## config.mk

```make
export PLATFORM = sky130hd
export DESIGN_NAME = interval_timer_unit
export DESIGN_NICKNAME = d
export VERILOG_FILES = /design/src/include/interval_timer_pkg.sv /design/src/rtl/prescale_divider.sv /design/src/rtl/interval_timer_unit.sv
export VERILOG_INCLUDE_DIRS = /design/src /design/src/include
export SDC_FILE = /design/constraint.sdc
export NUM_CORES = 1
export LEC_CHECK = 0
export BUFFER_PORTS_ARGS = -buffer_cell sky130_fd_sc_hd__buf_2
export CORE_MARGIN = 4
export CORE_UTILIZATION = 52
export CTS_CLUSTER_DIAMETER = 120
export CTS_CLUSTER_SIZE = 24
export DETAILED_ROUTE_END_ITERATION = 10
export PLACE_DENSITY = 0.79
export SYNTH_ARGS = -nofsm -noshare
export SYNTH_HDL_FRONTEND = slang
export SYNTH_HIERARCHICAL = 1
export SYNTH_SLANG_ARGS = --single-unit
```

## constraint.sdc

```tcl
create_clock -name clk_i -period 2.15 [get_ports clk_i]
set_input_delay 0.5375 -clock clk_i [delete_from_list [all_inputs] [get_ports clk_i]]
set_output_delay 0.5375 -clock clk_i [all_outputs]
set_load 0.05 [all_outputs]
```

## src/include/interval_timer_cfg.svh

```systemverilog
// Address map, field positions, reset values and widths of the interval timer.
`ifndef INTERVAL_TIMER_CFG_SVH
`define INTERVAL_TIMER_CFG_SVH

// Printed register offsets; the low six bits form the word index on the bus.
`define CSR_OFFSET 32'hffff862c
`define CNT_OFFSET 32'hffff862e
`define COR_OFFSET 32'hffff8630
// Interrupt status and mask registers placed after the timer registers.
`define IRQ_STATUS_OFFSET 32'hffff8632
`define IRQ_MASK_OFFSET 32'hffff8634
// Width of the word index decoded from adr_i[7:2].
`define INDEX_W 6

// Bus widths.
`define ADR_W 8
`define DAT_W 32
`define SEL_W 4
`define REG_W 16

// Control/status field positions.
`define CSR_FLAG_BIT 6
`define CSR_IE_BIT 5
`define CSR_PS_HI 4
`define CSR_PS_LO 2

// Interrupt status and mask field position of the match event.
`define IRQ_MATCH_BIT 0

// Reset values.
`define CSR_RESET 16'h0000
`define CNT_RESET 8'h00
`define COR_RESET 8'h00
`define IRQ_RESET 1'b0

// Counter and prescaler widths; the deepest division is two to the twelfth.
`define COUNT_W 8
`define PRESCALE_W 12
`define DIV_TAPS 7

`endif

```

## src/include/interval_timer_pkg.sv

```systemverilog
// Types shared by the interval timer files.
package interval_timer_pkg;

	// Input clock selection codes.
	typedef enum logic [2:0] {
		PS_STOP = 3'b000,
		PS_DIV2 = 3'b001,
		PS_DIV8 = 3'b010,
		PS_DIV32 = 3'b011,
		PS_DIV128 = 3'b100,
		PS_DIV512 = 3'b101,
		PS_DIV2048 = 3'b110,
		PS_DIV4096 = 3'b111
	} prescale_sel_t;

	// Registers reached through the bus decoder.
	typedef enum logic [2:0] {
		SLOT_CSR = 3'b000,
		SLOT_CNT = 3'b001,
		SLOT_COR = 3'b010,
		SLOT_IRQ_STATUS = 3'b011,
		SLOT_IRQ_MASK = 3'b100,
		SLOT_NONE = 3'b111
	} reg_slot_t;

endpackage

```

## src/rtl/prescale_divider.sv

```systemverilog
// Free-running prescaler that issues one-cycle count ticks.
`timescale 1ns/1ps
`include "interval_timer_cfg.svh"

module prescale_divider (
	// Clock and reset.
	input wire logic clk_i,
	input wire logic rst_i,
	// Selected division.
	input wire interval_timer_pkg::prescale_sel_t sel_i,
	// Count tick, one cycle wide.
	output logic tick_o
);
	import interval_timer_pkg::*;

	// Number of low bits that must all be ones for each division.
	function automatic int tap_bits(input int idx);
		case (idx)
			0: tap_bits = 1;
			1: tap_bits = 3;
			2: tap_bits = 5;
			3: tap_bits = 7;
			4: tap_bits = 9;
			5: tap_bits = 11;
			default: tap_bits = 12;
		endcase
	endfunction

	// Shared divider chain; every division is a terminal count of it.
	logic [`PRESCALE_W-1:0] div_reg;
	// Terminal count of each division.
	logic [`DIV_TAPS-1:0] tap;
	// Registered tick.
	logic tick_reg;

	// The chain runs from reset onward so that all divisions stay in phase.
	always_ff @(posedge clk_i) begin
		if (rst_i) begin
			div_reg <= '0;
		end else begin
			div_reg <= div_reg + `PRESCALE_W'(1);
		end
	end

	// One tap per division.
	genvar g;
	generate
		for (g = 0; g < `DIV_TAPS; g++) begin : g_tap
			assign tap[g] = &div_reg[tap_bits(g)-1:0];
		end
	endgenerate

	// Code zero stops the count; codes one to seven pick a tap.
	always_ff @(posedge clk_i) begin
		if (rst_i) begin
			tick_reg <= 1'b0;
		end else if (sel_i == PS_STOP) begin
			tick_reg <= 1'b0;
		end else begin
			tick_reg <= tap[3'(sel_i) - 3'd1];
		end
	end

	assign tick_o = tick_reg;

endmodule // prescale_divider

```

## src/rtl/interval_timer_unit.sv

```systemverilog
// Eight-bit compare interval timer with a classic Wishbone register slave.
//
// Notes on behaviour
// Counter is eight bits in the low byte.
// Select zero stops; others divide 2 to 4096.
// On equality counter clears and flag sets.
// After clearing, counting resumes from zero.
// Interrupt request is flag AND enable.
// Request stays high until flag clears.
// Flag clears by read-one then write-zero.
// No match while both hold reset values; kept only until a counter or period write or a count tick.
// Match acts at the next count tick.
// Counter readable and writable at any time.
// Reserved status bits read zero.
// Counter upper byte reads zero.
// Period upper byte reads zero, ignored.
// Reset clears status, counter and period.
// Hardware set beats software clear.
`timescale 1ns/1ps
`include "interval_timer_cfg.svh"

module interval_timer_unit (
	// Clock and reset.
	input wire logic clk_i,
	input wire logic rst_i,
	// Wishbone classic slave.
	input wire logic cyc_i,
	input wire logic stb_i,
	input wire logic we_i,
	input wire logic [`ADR_W-1:0] adr_i,
	input wire logic [`SEL_W-1:0] sel_i,
	input wire logic [`DAT_W-1:0] dat_i,
	output logic [`DAT_W-1:0] dat_o,
	output logic ack_o,
	// Interrupts.
	output logic match_interrupt_o,
	output logic irq_o
);
	import interval_timer_pkg::*;

	// Printed offsets; the low bits are the word index.
	localparam logic [31:0] csr_off = `CSR_OFFSET;
	localparam logic [31:0] cnt_off = `CNT_OFFSET;
	localparam logic [31:0] cor_off = `COR_OFFSET;
	localparam logic [31:0] ist_off = `IRQ_STATUS_OFFSET;
	localparam logic [31:0] imk_off = `IRQ_MASK_OFFSET;

	// Maps a word index to the register it selects.
	function automatic reg_slot_t decode_slot(
		input logic [`INDEX_W-1:0] idx);
		if (idx == csr_off[`INDEX_W-1:0]) begin
			decode_slot = SLOT_CSR;
		end else if (idx == cnt_off[`INDEX_W-1:0]) begin
			decode_slot = SLOT_CNT;
		end else if (idx == cor_off[`INDEX_W-1:0]) begin
			decode_slot = SLOT_COR;
		end else if (idx == ist_off[`INDEX_W-1:0]) begin
			decode_slot = SLOT_IRQ_STATUS;
		end else if (idx == imk_off[`INDEX_W-1:0]) begin
			decode_slot = SLOT_IRQ_MASK;
		end else begin
			decode_slot = SLOT_NONE;
		end
	endfunction

	// Timer state.
	logic flag_reg; // Compare-match flag.
	logic ie_reg; // Match interrupt enable.
	prescale_sel_t ps_reg; // Input clock selection.
	logic [`COUNT_W-1:0] cnt_reg; // Up-counter.
	logic [`COUNT_W-1:0] cor_reg; // Period value.
	logic touched_reg; // Counter or period written, or a count tick seen, since reset.
	logic armed_reg; // Flag was read as one since the last control write.
	// Interrupt status and mask.
	logic irq_status_reg;
	logic irq_mask_reg;
	// Bus answer.
	logic ack_reg;
	logic [`DAT_W-1:0] dat_reg;
	// Interrupt outputs.
	logic match_irq_reg;
	logic irq_reg;

	// Next values used for both the state and the registered outputs.
	logic flag_next;
	logic irq_status_next;

	// Bus decode.
	logic access; // A new request taken this cycle.
	logic wr_low; // Write with the low byte lane enabled.
	logic rd; // Read request.
	reg_slot_t slot;

	// Count tick and match detection.
	logic tick;
	logic match_now;

	// Prescaler supplies the selected count tick.
	prescale_divider u_prescale (
		.clk_i(clk_i),
		.rst_i(rst_i),
		.sel_i(ps_reg),
		.tick_o(tick)
	);

	// A request is taken once; ack high blocks a second take.
	assign access = cyc_i & stb_i & ~ack_reg;
	assign wr_low = access & we_i & sel_i[0];
	assign rd = access & ~we_i;
	assign slot = decode_slot(adr_i[`INDEX_W+1:2]);

	// Match is only acted on as the counter is about to move.
	assign match_now = tick & touched_reg & (cnt_reg == cor_reg);

	// The answer follows one cycle after the request and lasts one cycle.
	always_ff @(posedge clk_i) begin
		if (rst_i) begin
			ack_reg <= 1'b0;
		end else begin
			ack_reg <= access;
		end
	end

	// Read data is captured when the request is taken.
	always_ff @(posedge clk_i) begin
		if (rst_i) begin
			dat_reg <= '0;
		end else if (rd) begin
			case (slot)
				SLOT_CSR: begin
					// Reserved bits are padded with zeros.
					dat_reg <= {25'h0000000, flag_reg, ie_reg,
						ps_reg, 2'b00};
				end
				SLOT_CNT: begin
					dat_reg <= {24'h000000, cnt_reg};
				end
				SLOT_COR: begin
					dat_reg <= {24'h000000, cor_reg};
				end
				SLOT_IRQ_STATUS: begin
					dat_reg <= {31'h00000000, irq_status_reg};
				end
				SLOT_IRQ_MASK: begin
					dat_reg <= {31'h00000000, irq_mask_reg};
				end
				default: begin
					// Unmapped addresses read as zero.
					dat_reg <= '0;
				end
			endcase
		end else if (ack_reg) begin
			// Data is returned to zero once the answer is over.
			dat_reg <= '0;
		end
	end

	// Control fields: enable and clock select.
	always_ff @(posedge clk_i) begin
		if (rst_i) begin
			ie_reg <= 1'b0;
			ps_reg <= PS_STOP;
		end else if (wr_low && slot == SLOT_CSR) begin
			ie_reg <= dat_i[`CSR_IE_BIT];
			ps_reg <= prescale_sel_t'(dat_i[`CSR_PS_HI:`CSR_PS_LO]);
		end
	end

	// Flag next value: a match wins over the clearing write.
	always_comb begin
		flag_next = flag_reg;
		if (wr_low && slot == SLOT_CSR && !dat_i[`CSR_FLAG_BIT]
			&& armed_reg) begin
			// Writing zero only clears after a read that saw one.
			flag_next = 1'b0;
		end
		if (match_now) begin
			flag_next = 1'b1;
		end
	end

	// Compare-match flag.
	always_ff @(posedge clk_i) begin
		if (rst_i) begin
			flag_reg <= 1'b0;
		end else begin
			flag_reg <= flag_next;
		end
	end

	// Remembers that software saw the flag set before it writes.
	always_ff @(posedge clk_i) begin
		if (rst_i) begin
			armed_reg <= 1'b0;
		end else if (wr_low && slot == SLOT_CSR) begin
			// Any control write uses up the read.
			armed_reg <= 1'b0;
		end else if (rd && slot == SLOT_CSR && flag_reg) begin
			armed_reg <= 1'b1;
		end
	end

	// Counter: a bus write beats a count tick in the same cycle.
	always_ff @(posedge clk_i) begin
		if (rst_i) begin
			cnt_reg <= `CNT_RESET;
		end else if (wr_low && slot == SLOT_CNT) begin
			// Upper byte lanes carry no count bits.
			cnt_reg <= dat_i[`COUNT_W-1:0];
		end else if (match_now) begin
			cnt_reg <= '0;
		end else if (tick) begin
			// After a clear the count goes on from zero.
			cnt_reg <= cnt_reg + `COUNT_W'(1);
		end
	end

	// Period register; only the low byte takes part in the compare.
	always_ff @(posedge clk_i) begin
		if (rst_i) begin
			cor_reg <= `COR_RESET;
		end else if (wr_low && slot == SLOT_COR) begin
			cor_reg <= dat_i[`COUNT_W-1:0];
		end
	end

	// Marks that the counter or period was written, or a count tick came, since reset.
	always_ff @(posedge clk_i) begin
		if (rst_i) begin
			touched_reg <= 1'b0;
		end else if (wr_low && (slot == SLOT_CNT || slot == SLOT_COR)) begin
			touched_reg <= 1'b1;
		end else if (tick && !match_now) begin
			// An increment also counts as a change.
			touched_reg <= 1'b1;
		end
	end

	// Status next value: a match wins over the clearing read.
	always_comb begin
		irq_status_next = irq_status_reg;
		if (rd && slot == SLOT_IRQ_STATUS) begin
			irq_status_next = 1'b0;
		end
		if (match_now) begin
			irq_status_next = 1'b1;
		end
	end

	// Sticky status of match events.
	always_ff @(posedge clk_i) begin
		if (rst_i) begin
			irq_status_reg <= `IRQ_RESET;
		end else begin
			irq_status_reg <= irq_status_next;
		end
	end

	// Mask of the status bits allowed onto irq_o.
	always_ff @(posedge clk_i) begin
		if (rst_i) begin
			irq_mask_reg <= `IRQ_RESET;
		end else if (wr_low && slot == SLOT_IRQ_MASK) begin
			irq_mask_reg <= dat_i[`IRQ_MATCH_BIT];
		end
	end

	// Request toward the interrupt controller, held as a level.
	always_ff @(posedge clk_i) begin
		if (rst_i) begin
			match_irq_reg <= 1'b0;
		end else if (wr_low && slot == SLOT_CSR) begin
			// Use the enable that this write is storing.
			match_irq_reg <= flag_next & dat_i[`CSR_IE_BIT];
		end else begin
			match_irq_reg <= flag_next & ie_reg;
		end
	end

	// Summary interrupt from masked status.
	always_ff @(posedge clk_i) begin
		if (rst_i) begin
			irq_reg <= 1'b0;
		end else if (wr_low && slot == SLOT_IRQ_MASK) begin
			irq_reg <= irq_status_next & dat_i[`IRQ_MATCH_BIT];
		end else begin
			irq_reg <= irq_status_next & irq_mask_reg;
		end
	end

	// Outputs come straight from flip-flops.
	assign dat_o = dat_reg;
	assign ack_o = ack_reg;
	assign match_interrupt_o = match_irq_reg;
	assign irq_o = irq_reg;

endmodule // interval_timer_unit

```

=== After elaboration in Yosys (flattened, before gate mapping) ===
Index checks and enable logic that the tools add are counted.

* Register bits after elaboration: 73
* Bits of input ports: 49
* Output and inout port bits: 35

* Multiplexer cells: 21
* Add/sub/neg operators: 3
* Bitwise operators: 13
* $lt $le $gt $ge: 1
* Equality and inequality tests: 10
* Reduce and logical (&&, ||, !) cells: 27

{| class="wikitable"
|+ Operators by type and width
! cell !! number
|-
| two-way mux 32 bit || 2
|-
| case mux 8 bit (5 select lines) || 1
|-
| equality test 6 bit (second input constant) || 5
|-
| two-way mux 8 bit || 3
|-
| adder 12 x 1 -> 12 bit (second input constant) || 1
|-
| two-way mux 3 bit || 4
|-
| AND reduction 12 bit || 1
|-
| AND 1 bit || 11
|-
| logical AND 1 bit || 11
|-
| AND reduction 11 bit || 1
|-
| two-way mux 1 bit || 9
|-
| AND reduction 9 bit || 1
|-
| adder 8 x 1 -> 8 bit (second input constant) || 1
|-
| equality test 8 bit || 1
|-
| AND reduction 7 bit || 1
|-
| equality test 3 x 2 -> 1 bit (second input constant) || 2
|-
| logical NOT 3 bit || 2
|-
| AND reduction 5 bit || 1
|-
| less-than comparator 3 x 4 -> 1 bit (second input constant) || 1
|-
| nonzero test 2 bit || 2
|-
| OR reduction 2 bit || 2
|-
| binary-select mux 1 bit (select 3 bit) || 1
|-
| equality test 3 x 1 -> 1 bit (second input constant) || 1
|-
| equality test 3 bit (second input constant) || 1
|-
| 7 further kinds || 9
|}

=== Depth between registers and ports, before layout ===
Gate-level depths: netlist of the first run.

* Depth in word-level cells: 14
* Mapped depth: 7
* Mapped depth without buffers: 7

=== Cells and area by module ===
Netlist of the first run, hierarchy kept.

{| class="wikitable"
|+ By module, submodules not included
! module !! area each (µm²) !! sequential area each (µm²) !! instances !! cells each
|-
| interval_timer_unit || 2187.1 || 720.7 || 1 || 256
|-
| prescale_divider || 666.9 || 260.2 || 1 || 71
|}

=== Least setup slack after synthesis of the first run ===
No wires, ideal clock.

* Kind: reg2reg
* Start point: register ack_reg, in the netlist ack_o
* End point: register cnt_reg[4]
* Stages on the path, launching flop included: 7
* Path slack: 0.195 ns
* Path buffers: 2
* Arrival: 1.863 ns
* Required time: 2.058 ns
* Period minus slack after synthesis: 1.955 ns
* Cell sequence: dfxtp_1 -> nand3b_4 -> nor4_1 -> buf_4 -> or3b_1 -> buf_2 -> o32ai_1

* Cells in the longest elaborated chain, start to end: 6
* Elaborated cells on any way between the ends: 7

{| class="wikitable"
|+ Ends and longest elaborated chain
! element !! RTL line !! text
|-
| start: declaration || interval_timer_unit.sv:78 || <nowiki>logic ack_reg;</nowiki>
|-
| start signal: assignment || interval_timer_unit.sv:120 || <nowiki>ack_reg <= access;</nowiki>
|-
| inverter 1 bit (*) || interval_timer_unit.sv:107 || <nowiki>assign access = cyc_i & stb_i & ~ack_reg;</nowiki>
|-
| AND 1 bit (*) || interval_timer_unit.sv:107 ||
|-
| AND 1 bit (*) (2 in series) || interval_timer_unit.sv:108 || <nowiki>assign wr_low = access & we_i & sel_i[0];</nowiki>
|-
| logical AND 1 bit (*) || interval_timer_unit.sv:207 || <nowiki>end else if (wr_low && slot == SLOT_CNT) begin</nowiki>
|-
| nonzero test 3 bit (no source line) or two-way mux 8 bit (tied branches) || -- ||
|-
| end signal: assignment || interval_timer_unit.sv:206 || <nowiki>cnt_reg <= `CNT_RESET;</nowiki>
|-
| end signal: assignment || interval_timer_unit.sv:209 || <nowiki>cnt_reg <= dat_i[`COUNT_W-1:0];</nowiki>
|-
| end signal: assignment || interval_timer_unit.sv:214 || <nowiki>cnt_reg <= cnt_reg + `COUNT_W'(1);</nowiki>
|-
| end: declaration || interval_timer_unit.sv:70 || <nowiki>logic [`COUNT_W-1:0] cnt_reg;</nowiki>
|}

Mark *: on every way between the ends. The rest lies on a longest branch, timed or not.
A chain may end at the register's enable or synchronous reset.

=== Final worst setup path of the first run ===
* Start point: register ps_reg[0]
* End point: register u_prescale.tick_reg, in the netlist u_prescale/tick_o

* Cells in the longest elaborated chain, start to end: 3
* Elaborated cells on any way between the ends: 5

{| class="wikitable"
|+ Ends and longest elaborated chain
! element !! RTL line !! text
|-
| start: declaration || interval_timer_unit.sv:69 || <nowiki>prescale_sel_t ps_reg;</nowiki>
|-
| start signal: assignment || interval_timer_unit.sv:165 || <nowiki>ps_reg <= prescale_sel_t'(dat_i[`CSR_PS_HI:`CSR_PS_LO]);</nowiki>
|-
| subtractor 3 x 1 -> 3 bit || prescale_divider.sv:60 || <nowiki>tick_reg <= tap[3'(sel_i) - 3'd1];</nowiki>
|-
| binary-select mux 1 bit (select 3 bit) || prescale_divider.sv:60 ||
|-
| two-way mux 1 bit (implied by the code) || prescale_divider.sv:60 ||
|-
| end signal: assignment || prescale_divider.sv:60 ||
|-
| end: declaration || prescale_divider.sv:34 || <nowiki>logic tick_reg;</nowiki>
|}

Several ways; a longest one is shown, not always the timed one. The select of a mux whose other input is x is not followed.

==> qor.yml, run 1 <==
status:
  status: "finished, final reports clean"
die:
  rows: 26
  core-area_sq_mm: 0.00520
  start_util: 0.548
  pin_count: 84
  dieArea_sq_mm: 0.00674
  die_h_microns: 82.1
  chipWidth_microns: 82.1
yosys:
  yosys_warnings: 6
  synth-compound-area-share: 0.132
  synthAdderAreaFrac: 0.0263
  syn-mean-instance-area_sq_um: 8.73
  synth_ff_type: "dfxtp_1"
  synth_top_family_by_area: "simple AND/OR/NAND/NOR gates"
  muxShareOfSynthArea: 0.0807
  synth_top_cell_by_area: "dfxtp_1"
  yosys-top-cells-count: "dfxtp_1 (49), nor2_1 (28), buf_4 (25)"
  yosys-top-cells-area: "dfxtp_1 (34%), mux2i_1 (8.1%), buf_4 (6.6%)"
  netlist_area_sq_mm: 0.00285
  yosysMostFrequentCell: "dfxtp_1"
  synth-seq-cells: 49
  synthDominantCellAreaShare: 0.344
  yosysSeqAreaShare: 0.344
  synthDistinctLibCells: 54
  synth-simple-area-share: 0.233
  ys_async_sr_fraction: 0
  netlist_instances: 327
  synth_xor_area_frac: 0.0675
  synth_edf_count: 0
cts:
  cts_resized: 0
  clock_sinks: 49
  cts_tree: "yes"
  clkTransAtPathRegs_ps: 90
  numCtsBuffers: 5
  cts_buffer_depth: 2
  cts_hold_buf: 0
  clock-root-buffer: "clkbuf_8"
  cts_setup_buffers: 0
  clk_latency_ps: 290
  cts-htree-levels: 2
grt:
  grt_overflow: 0
  grt_pass1_wl_mm: 10.5
  grt.total_usage: 0.198
  grt_max_degree: 24
  antenna_found_initial: 0
  grt_pass1_vias: 2264
layout:
  nFillCells: 454
  final_area_sq_mm: 0.00316
  nNetsFinal: 416
  area_growth_pct: 10.8
  antennaDiodeCount: 0
  final_util: 0.608
  largest_reg_flops: 12
  drive_above_1_share: 0.188
sta:
  fmax_mhz: 553
  hold_viol: 0
  clock_skew_ps: 4.02
  worst_slew_pin_slew_ps: 688
  period_minus_slack_ps: 1810
  tns_ps: 0
  setup_ws_ps: 343
  maxSlewViolCount: 0
  rsz0062_at_grt: "no"
  final.period_utilization: 0.841
  slew_headroom: 0.539
  setup_viol: 0
place:
  gp_congestion: 0.917
  dpl.hpwl_mm: 4.86
  portBuffers: 30
  dpl_worst_slack_ps: 131
  place_area_sq_mm: 0.00304
worst_setup_path:
  end_kind: "flip-flop"
  rr_startpoint: "ps_reg[0]"
  startpoint_type: "flip-flop"
  crit_chain: "inv_1 -> ha_1 -> mux2i_1 -> o21ai_1 -> a22oi_1 -> a2111oi_2"
  cp_slowest_cell: "dfxtp_1"
  crit_type: "flip-flop to flip-flop"
  crit_start: "ps_reg[0]"
  cp_slowest_stage_delay_ps: 460
  cp.required_ps: 2340
  critPathBufInv: 1
  crit_cells: 6
  worstRegToRegCells: 6
  crit_family: "compound AO/OA/AOI/OAI gates"
  crit_arrival_ps: 2000
  cp_max_fo: 7
pwr:
  power_leakage_uw: 0.00114
  power_density_mw_per_mm2: 574
  vdd_drop_max_mv: 0.446
drt:
  vias: 2310
  drc: 0
  drtIter0Drc: 183
  detail-route-antenna-nets: 0
  wirelength_mm: 6.29
  vias_per_cell: 5.35
  wire_per_inst_microns: 14.6
  drt-pass1-iter-count: 4
worst_hold_path:
  min-delay-start: "dat_o[2]"
  hold_path_class: "flip-flop to flip-flop"
  hold_depth: 2
flow_run:
  cap_violations: 0
-- metrics by stage --
| step | hold slack (ps) | instances | total power (uW) |
|---|---|---|---|
| final | 451 | 432 | 1820 |
| after global placement | 436 | 424 | 1140 |
| after CTS | 452 | 432 | 1820 |
| after global routing | 464 | 432 | 1880 |
| after detailed placement | 440 | 424 | 1140 |
| after floorplan | 440 | 350 | 1130 |
-- worst register-to-register path: stages, from the launching register on --
cell       delay (ps)
dfxtp_1           460
inv_1             120
ha_1              390
mux2i_1           170
o21ai_1           150
a22oi_1           110
a2111oi_2         310
-- path summary, 6_finish.rpt --
kind                        to  slack, ps
max reg2reg  u_prescale/tick_o        340
min                   dat_o[2]        450
min reg2reg           dat_o[2]        450
max          u_prescale/tick_o        340
-- power by group --
part	leakage (uW)	internal (uW)	total (uW)	switching, uW
registers	0.000395	913	918	5.61
clock network	0.0000574	379	691	313
logic	0.000684	41.9	207	165
total	0.00114	1330	1820	484
-- logic make-up (layout without fill, tap and decap cells) --
group	after synthesis	in the layout
multiplexers	23	23
flip-flops	49	49
other	1	24
AO/OA/AOI/OAI	54	54
AND/OR/NAND/NOR	112	112
adder cells (fa/ha/maj)	6	6
buffers and inverters	60	72
XOR/XNOR	22	22
-- placed cells by master (no fill, tap or decap), drive strengths merged, types with 2 or more instances in the layout --
cell type	count
a31oi	2
and3	4
or3	3
o31ai	2
nor2b	8
a22oi	2
xor2	5
ha	6
clkbuf	6
buf	43
conb	24
nand3b	5
xnor2	17
nor3	22
dfxtp	49
o211ai	7
o21ai	6
o32ai	7
a211oi	2
inv	21
nor2	28
nand2b	3
a21oi	18
o41ai	2
nand2	14
nand3	12
nor4	5
or2	3
mux2i	23
-- area by class of cell --
cell class,count,area (sq um),share of cell area
timing repair buffer,43,260,0.0823
sequential,49,981,0.310
clock buffer,6,82.6,0.0261
inverter,21,78.8,0.0249
tap,70,87.6,0.0277
clock inverter,2,37.5,0.0119
multi-input combinational,241,1640,0.517
-- routing by layer --
metal / track usage / vias to the layer above / part of all wire
met3: 0.0373 / 2 / 0.050
met4: 0.0316 / 0 / 0.0024
met2: 0.359 / 57 / 0.51
met1: 0.245 / 1095 / 0.43
li1: - / 1156 / -
met5: 0 / - / 0
(Power assumes the default switching activity.)
==> run 2, diff against run 1 <==
Clock period 2.15 ns to 1.75 ns, I/O delays scaled along.
==> run 2 against run 1 <==
Against the previous run: via count grew 4.2%; critical path depth fell by 1; clock skew rose by 2.9 ps; critical endpoint is now cnt_reg[6].
==> qor.yml, run 2 (same netlist as run 1, synthesis figures left out) <==
grt:
  grt_pass1_vias: 2331  # +3.0%
  grt.total_usage: 0.205  # +0.00723
  antenna_found_initial: 0  # unchanged
  grt_max_degree: 51  # +110%
  grt_pass1_wl_mm: 10.8  # +2.6%
  grt_overflow: 0  # unchanged
cts:
  cts_hold_buf: 0  # unchanged
  cts_tree: "yes"
  cts_buffer_depth: 2  # unchanged
  clock-root-buffer: "clkbuf_8"
  cts_resized: 0  # unchanged
  cts-htree-levels: 2  # unchanged
  cts_setup_buffers: 0  # unchanged
  clk_latency_ps: 300  # about the same
  clock_sinks: 49  # unchanged
  clkTransAtPathRegs_ps: 90  # about the same
  numCtsBuffers: 5  # unchanged
worst_setup_path:
  crit_arrival_ps: 1820  # -180 ps
  critPathBufInv: 1  # unchanged
  cp.required_ps: 1960  # -380 ps
  cp_slowest_cell: "or3b_1"
  crit_chain: "nand3b_4 -> nor4_2 -> buf_4 -> or3b_1 -> o32ai_1"
  cp_slowest_stage_delay_ps: 480  # +20 ps
  crit_family: "simple AND/OR/NAND/NOR gates"
  startpoint_type: "flip-flop"
  crit_type: "flip-flop to flip-flop"
  cp_max_fo: 7  # unchanged
  end_kind: "flip-flop"
pwr:
  power_leakage_uw: 0.00123  # +7.9%
  vdd_drop_max_mv: 0.503  # +13%
  power_density_mw_per_mm2: 668  # +16%
drt:
  drtIter0Drc: 125  # -32%
  vias_per_cell: 5.36  # +0.21%
  drt-pass1-iter-count: 4  # unchanged
  wirelength_mm: 6.49  # +3.2%
  drc: 0  # unchanged
  wire_per_inst_microns: 14.5  # -0.67%
  vias: 2406  # +4.2%
  detail-route-antenna-nets: 0  # unchanged
place:
  dpl.hpwl_mm: 4.82  # -0.80%
  dpl_worst_slack_ps: -102  # -234 ps
  portBuffers: 30  # unchanged
  placedCellCount: 441  # +4.0%
  gp_congestion: 0.835  # -9.0%
sta:
  clock_skew_ps: 6.89  # +2.87 ps
  setup_ws_ps: 143  # -199 ps
  final.period_utilization: 0.918  # +0.0775
  fmax_mhz: 622  # +12%
  setup_viol: 0  # unchanged
  hold_viol: 0  # unchanged
  period_minus_slack_ps: 1610  # -201 ps
  maxSlewViolCount: 0  # unchanged
  rsz0062_at_grt: "no"
die:
  rows: 26  # unchanged
  core-area_sq_mm: 0.00520  # unchanged
  chipWidth_microns: 82.1  # unchanged
  dieArea_sq_mm: 0.00674  # unchanged
  start_util: 0.548  # unchanged
  die_h_microns: 82.1  # unchanged
  pin_count: 84  # unchanged
layout:
  final_cells: 449  # +3.9%
  final_cell_mix: "dfxtp_1 (47), buf_2 (30), nor2_1 (28)"
  layout_commonest_cell: "dfxtp_1"
  antennaDiodeCount: 0  # unchanged
  area_growth_pct: 16.1
  largest_reg_flops: 12  # unchanged
  drive_above_1_share: 0.230  # +0.0417
  nNetsFinal: 433  # +4.1%
status:
  status: "finished, final reports clean"
worst_hold_path:
  hold_path_class: "primary input to flip-flop"
flow_run:
  cap_violations: 0  # unchanged
==> run 2: report_power, final <==
part           internal [uW]  total [uW]  switching [uW]
Sequential              1120        1130            6.68
Combinational           67.8         274             206
Clock                    429         812             382
==> run 2: per-layer routing <==
| layer | GRT usage | vias to the layer above | part of all wire |
|---|---|---|---|
| li1 | - | 1192 | - |
| met1 | 0.257 | 1131 | 0.43 |
| met2 | 0.342 | 67 | 0.50 |
| met3 | 0.0592 | 16 | 0.053 |
| met4 | 0.0565 | 0 | 0.016 |
| met5 | 0 | - | 0 |
==> run 2: layout make-up <==
| type | count | area [sq um] |
|---|---|---|
| Inverter | 21 | 78.8 |
| Tap cell | 70 | 87.6 |
| Timing Repair Buffer | 60 | 413 |
| Multi-Input combinational cell | 241 | 1640 |
| Fill cell | 437 | 1890 |
| Clock inverter | 2 | 38.8 |
| Clock buffer | 6 | 72.6 |
| Sequential cell | 49 | 986 |
==> run 2: tightest hold or removal path, cell delays in order <==
cell and delay (ps):
buf_2 90, mux2i_1 60, nor2_1 80
==> run 2: worst paths after layout <==
check                   startpoint                    end  slack, ps  cells after the start
max reg2reg                  ack_o             cnt_reg[6]        140                      5
max                          ack_o             cnt_reg[6]        140                      5
min reg2reg  u_prescale/div_reg[0]  u_prescale/div_reg[0]        450                      1
min                       dat_i[1]             cor_reg[1]        400                      3
==> run 2: through the flow <==
stage               utilization  cell area (sq um)  hold WS [ps]  total power [uW]  setup TNS, ps
floorplan                     -               2940           440              1380              0
global placement          0.615               3200           436              1420           -185
detailed placement        0.615               3200           445              1420           -623
CTS                       0.636               3310           397              2230              0
global route              0.637               3310           407              2310              0
finish                    0.637               3310           402              2210              0
==> run 3, diff against run 2 <==
Settings changed: CORE_UTILIZATION 52 to 47, PLACE_DENSITY 0.79 to 0.76.
Clock period 1.75 ns to 1.4 ns, I/O delays scaled along.
==> run 3 against run 2 <==
Against the previous run: the run now ends with setup timing left; clock skew up 9.0 ps; power up 19%; wire length up 11%; combinational power up 45%; sequential cell count unchanged; sequential power up 25%; non-clock buffer count up 36; worst setup slack worse by 260 ps; utilization up 0.058 points; worst hold slack worse by 90 ps; design area up 14%; clock power up 2%; critical path type unchanged.
==> qor.yml, run 3 (same netlist as run 1, synthesis figures left out) <==
status:
  status: "finished, violations left"
  failed_checks: "setup timing"
cts:
  cts-htree-levels: 2  # unchanged
  clock-root-buffer: "clkbuf_8"
  clkTransAtPathRegs_ps: 100  # about the same
  clock_sinks: 49  # unchanged
  cts_tree: "yes"
  cts_buffer_depth: 2  # unchanged
  clk_latency_ps: 310  # about the same
  numCtsBuffers: 5  # unchanged
  cts_hold_buf: 0  # unchanged
pwr:
  power.total_uw: 2630  # +19%
  power_density_mw_per_mm2: 697  # +4.5%
  vdd_drop_max_mv: 0.577  # +15%
  power_leakage_uw: 0.00143  # +17%
sta:
  fmax_mhz: 657  # +5.6%
  final.period_utilization: 1.09  # +0.168
  hold_ws_ps: 312  # -90.4 ps
  period_minus_slack_ps: 1520  # -85.6 ps
  setup_ws_ps: -121  # -264 ps
  hold_viol: 0  # unchanged
  rsz0062_at_grt: "yes"
  clock_skew_ps: 15.9  # +9.00 ps
  setup_viol: 20  # +20
  maxSlewViolCount: 0  # unchanged
worst_setup_path:
  startpoint_type: "flip-flop"
  crit_chain: "nand3b_4 -> nor4_2 -> buf_4 -> or3b_4 -> buf_6 -> o32ai_2"
  cp_slowest_cell: "or3b_4"
  end_kind: "flip-flop"
  crit_arrival_ps: 1730  # -90 ps
  crit_type: "flip-flop to flip-flop"
  cp_slowest_stage_delay_ps: 390  # -90 ps
  cp_max_fo: 6  # -1
  cp.required_ps: 1610  # -350 ps
place:
  dpl.hpwl_mm: 5.50  # +14%
  place_area_sq_mm: 0.00355  # +11%
  portBuffers: 30  # unchanged
  gp_congestion: 0.902  # +8.1%
layout:
  final_cell_mix: "buf_4 (58), dfxtp_1 (43), buf_2 (30)"
  layout_commonest_cell: "buf_4"
  final_area_sq_mm: 0.00377  # +14%
  largest_reg_flops: 12  # unchanged
  final_util: 0.637  # about the same
  nNetsFinal: 469  # +8.3%
  antennaDiodeCount: 0  # unchanged
  drive_above_1_share: 0.357  # +0.127
  area_growth_pct: 32.2
die:
  die_h_microns: 85.9  # +4.7%
  rows: 28  # +7.7%
  chipWidth_microns: 85.9  # +4.7%
  dieArea_sq_mm: 0.00738  # +9.6%
  start_util: 0.482  # -0.0663
  core-area_sq_mm: 0.00592  # +14%
  pin_count: 84  # unchanged
grt:
  grt_overflow: 0  # unchanged
  grt_pass1_vias: 2527  # +8.4%
  grt_pass1_wl_mm: 11.8  # +10%
  grt_max_degree: 25  # -51%
  grt.total_usage: 0.200  # -0.00522
  antenna_found_initial: 0  # unchanged
drt:
  detail-route-antenna-nets: 0  # unchanged
  drc: 0  # unchanged
  vias: 2576  # +7.1%
  drt-pass1-iter-count: 4  # unchanged
  vias_per_cell: 5.26  # -1.9%
  wire_per_inst_microns: 14.7  # +1.7%
  drtIter0Drc: 152  # +22%
  wirelength_mm: 7.21  # +11%
worst_hold_path:
  hold_path_class: "primary input to flip-flop"
flow_run:
  cap_violations: 0  # unchanged
run 3: stage by stage:
stage / TNS [ps] / setup WS, ps / cells
after global placement: -6100 / -335 / 479
final: -1450 / -121 / 490
after detailed placement: -6920 / -371 / 479
after floorplan: -3960 / -250 / 350
after CTS: -1740 / -118 / 488
after global routing: -3260 / -174 / 490
run 3: critical path, delay by kind of cell, from the launching register on:
kind                   cells  cell delay [ps]
AND/OR/NAND/NOR            3              570
flip-flops                 1              350
buffers and inverters      2              310
AO/OA/AOI/OAI              1              200
run 3: per-layer routing:
metal  up-vias  share of wire  GRT usage
met3        18          0.043     0.0355
met5         -              0          0
li1       1269              -          -
met2        65           0.52      0.346
met1      1224           0.41      0.245
met4         0          0.027     0.0763
run 3: final timing paths:
path / from / end / slack (ps) / cells past startpoint
max: ack_o / cnt_reg[2] / -120 / 6
min: dat_i[7] / cor_reg[7] / 310 / 3
max reg2reg: ack_o / cnt_reg[2] / -120 / 6
min reg2reg: dat_o[1] / dat_o[1] / 450 / 2
run 3: what timing repair did:
item,CTS,global route
gates cloned,0,0
pin swaps,6,18
gates resized for setup,13,13
setup buffers,1,2
endpoints found under the setup margin,26,30
run 3: where the power goes:
group	switching, uW	total, uW	internal [uW]
Clock	469	825	356
Sequential	6.86	1410	1400
Combinational	280	398	117
run 3: layout make-up:
| class | count | area (sq um) |
|---|---|---|
| Tap cell | 75 | 93.8 |
| Timing Repair Buffer | 96 | 702 |
| Sequential cell | 49 | 991 |
| Fill cell | 497 | 2150 |
| Clock buffer | 7 | 76.3 |
| Multi-Input combinational cell | 241 | 1830 |
| Clock inverter | 1 | 6.26 |
| Inverter | 21 | 78.8 |
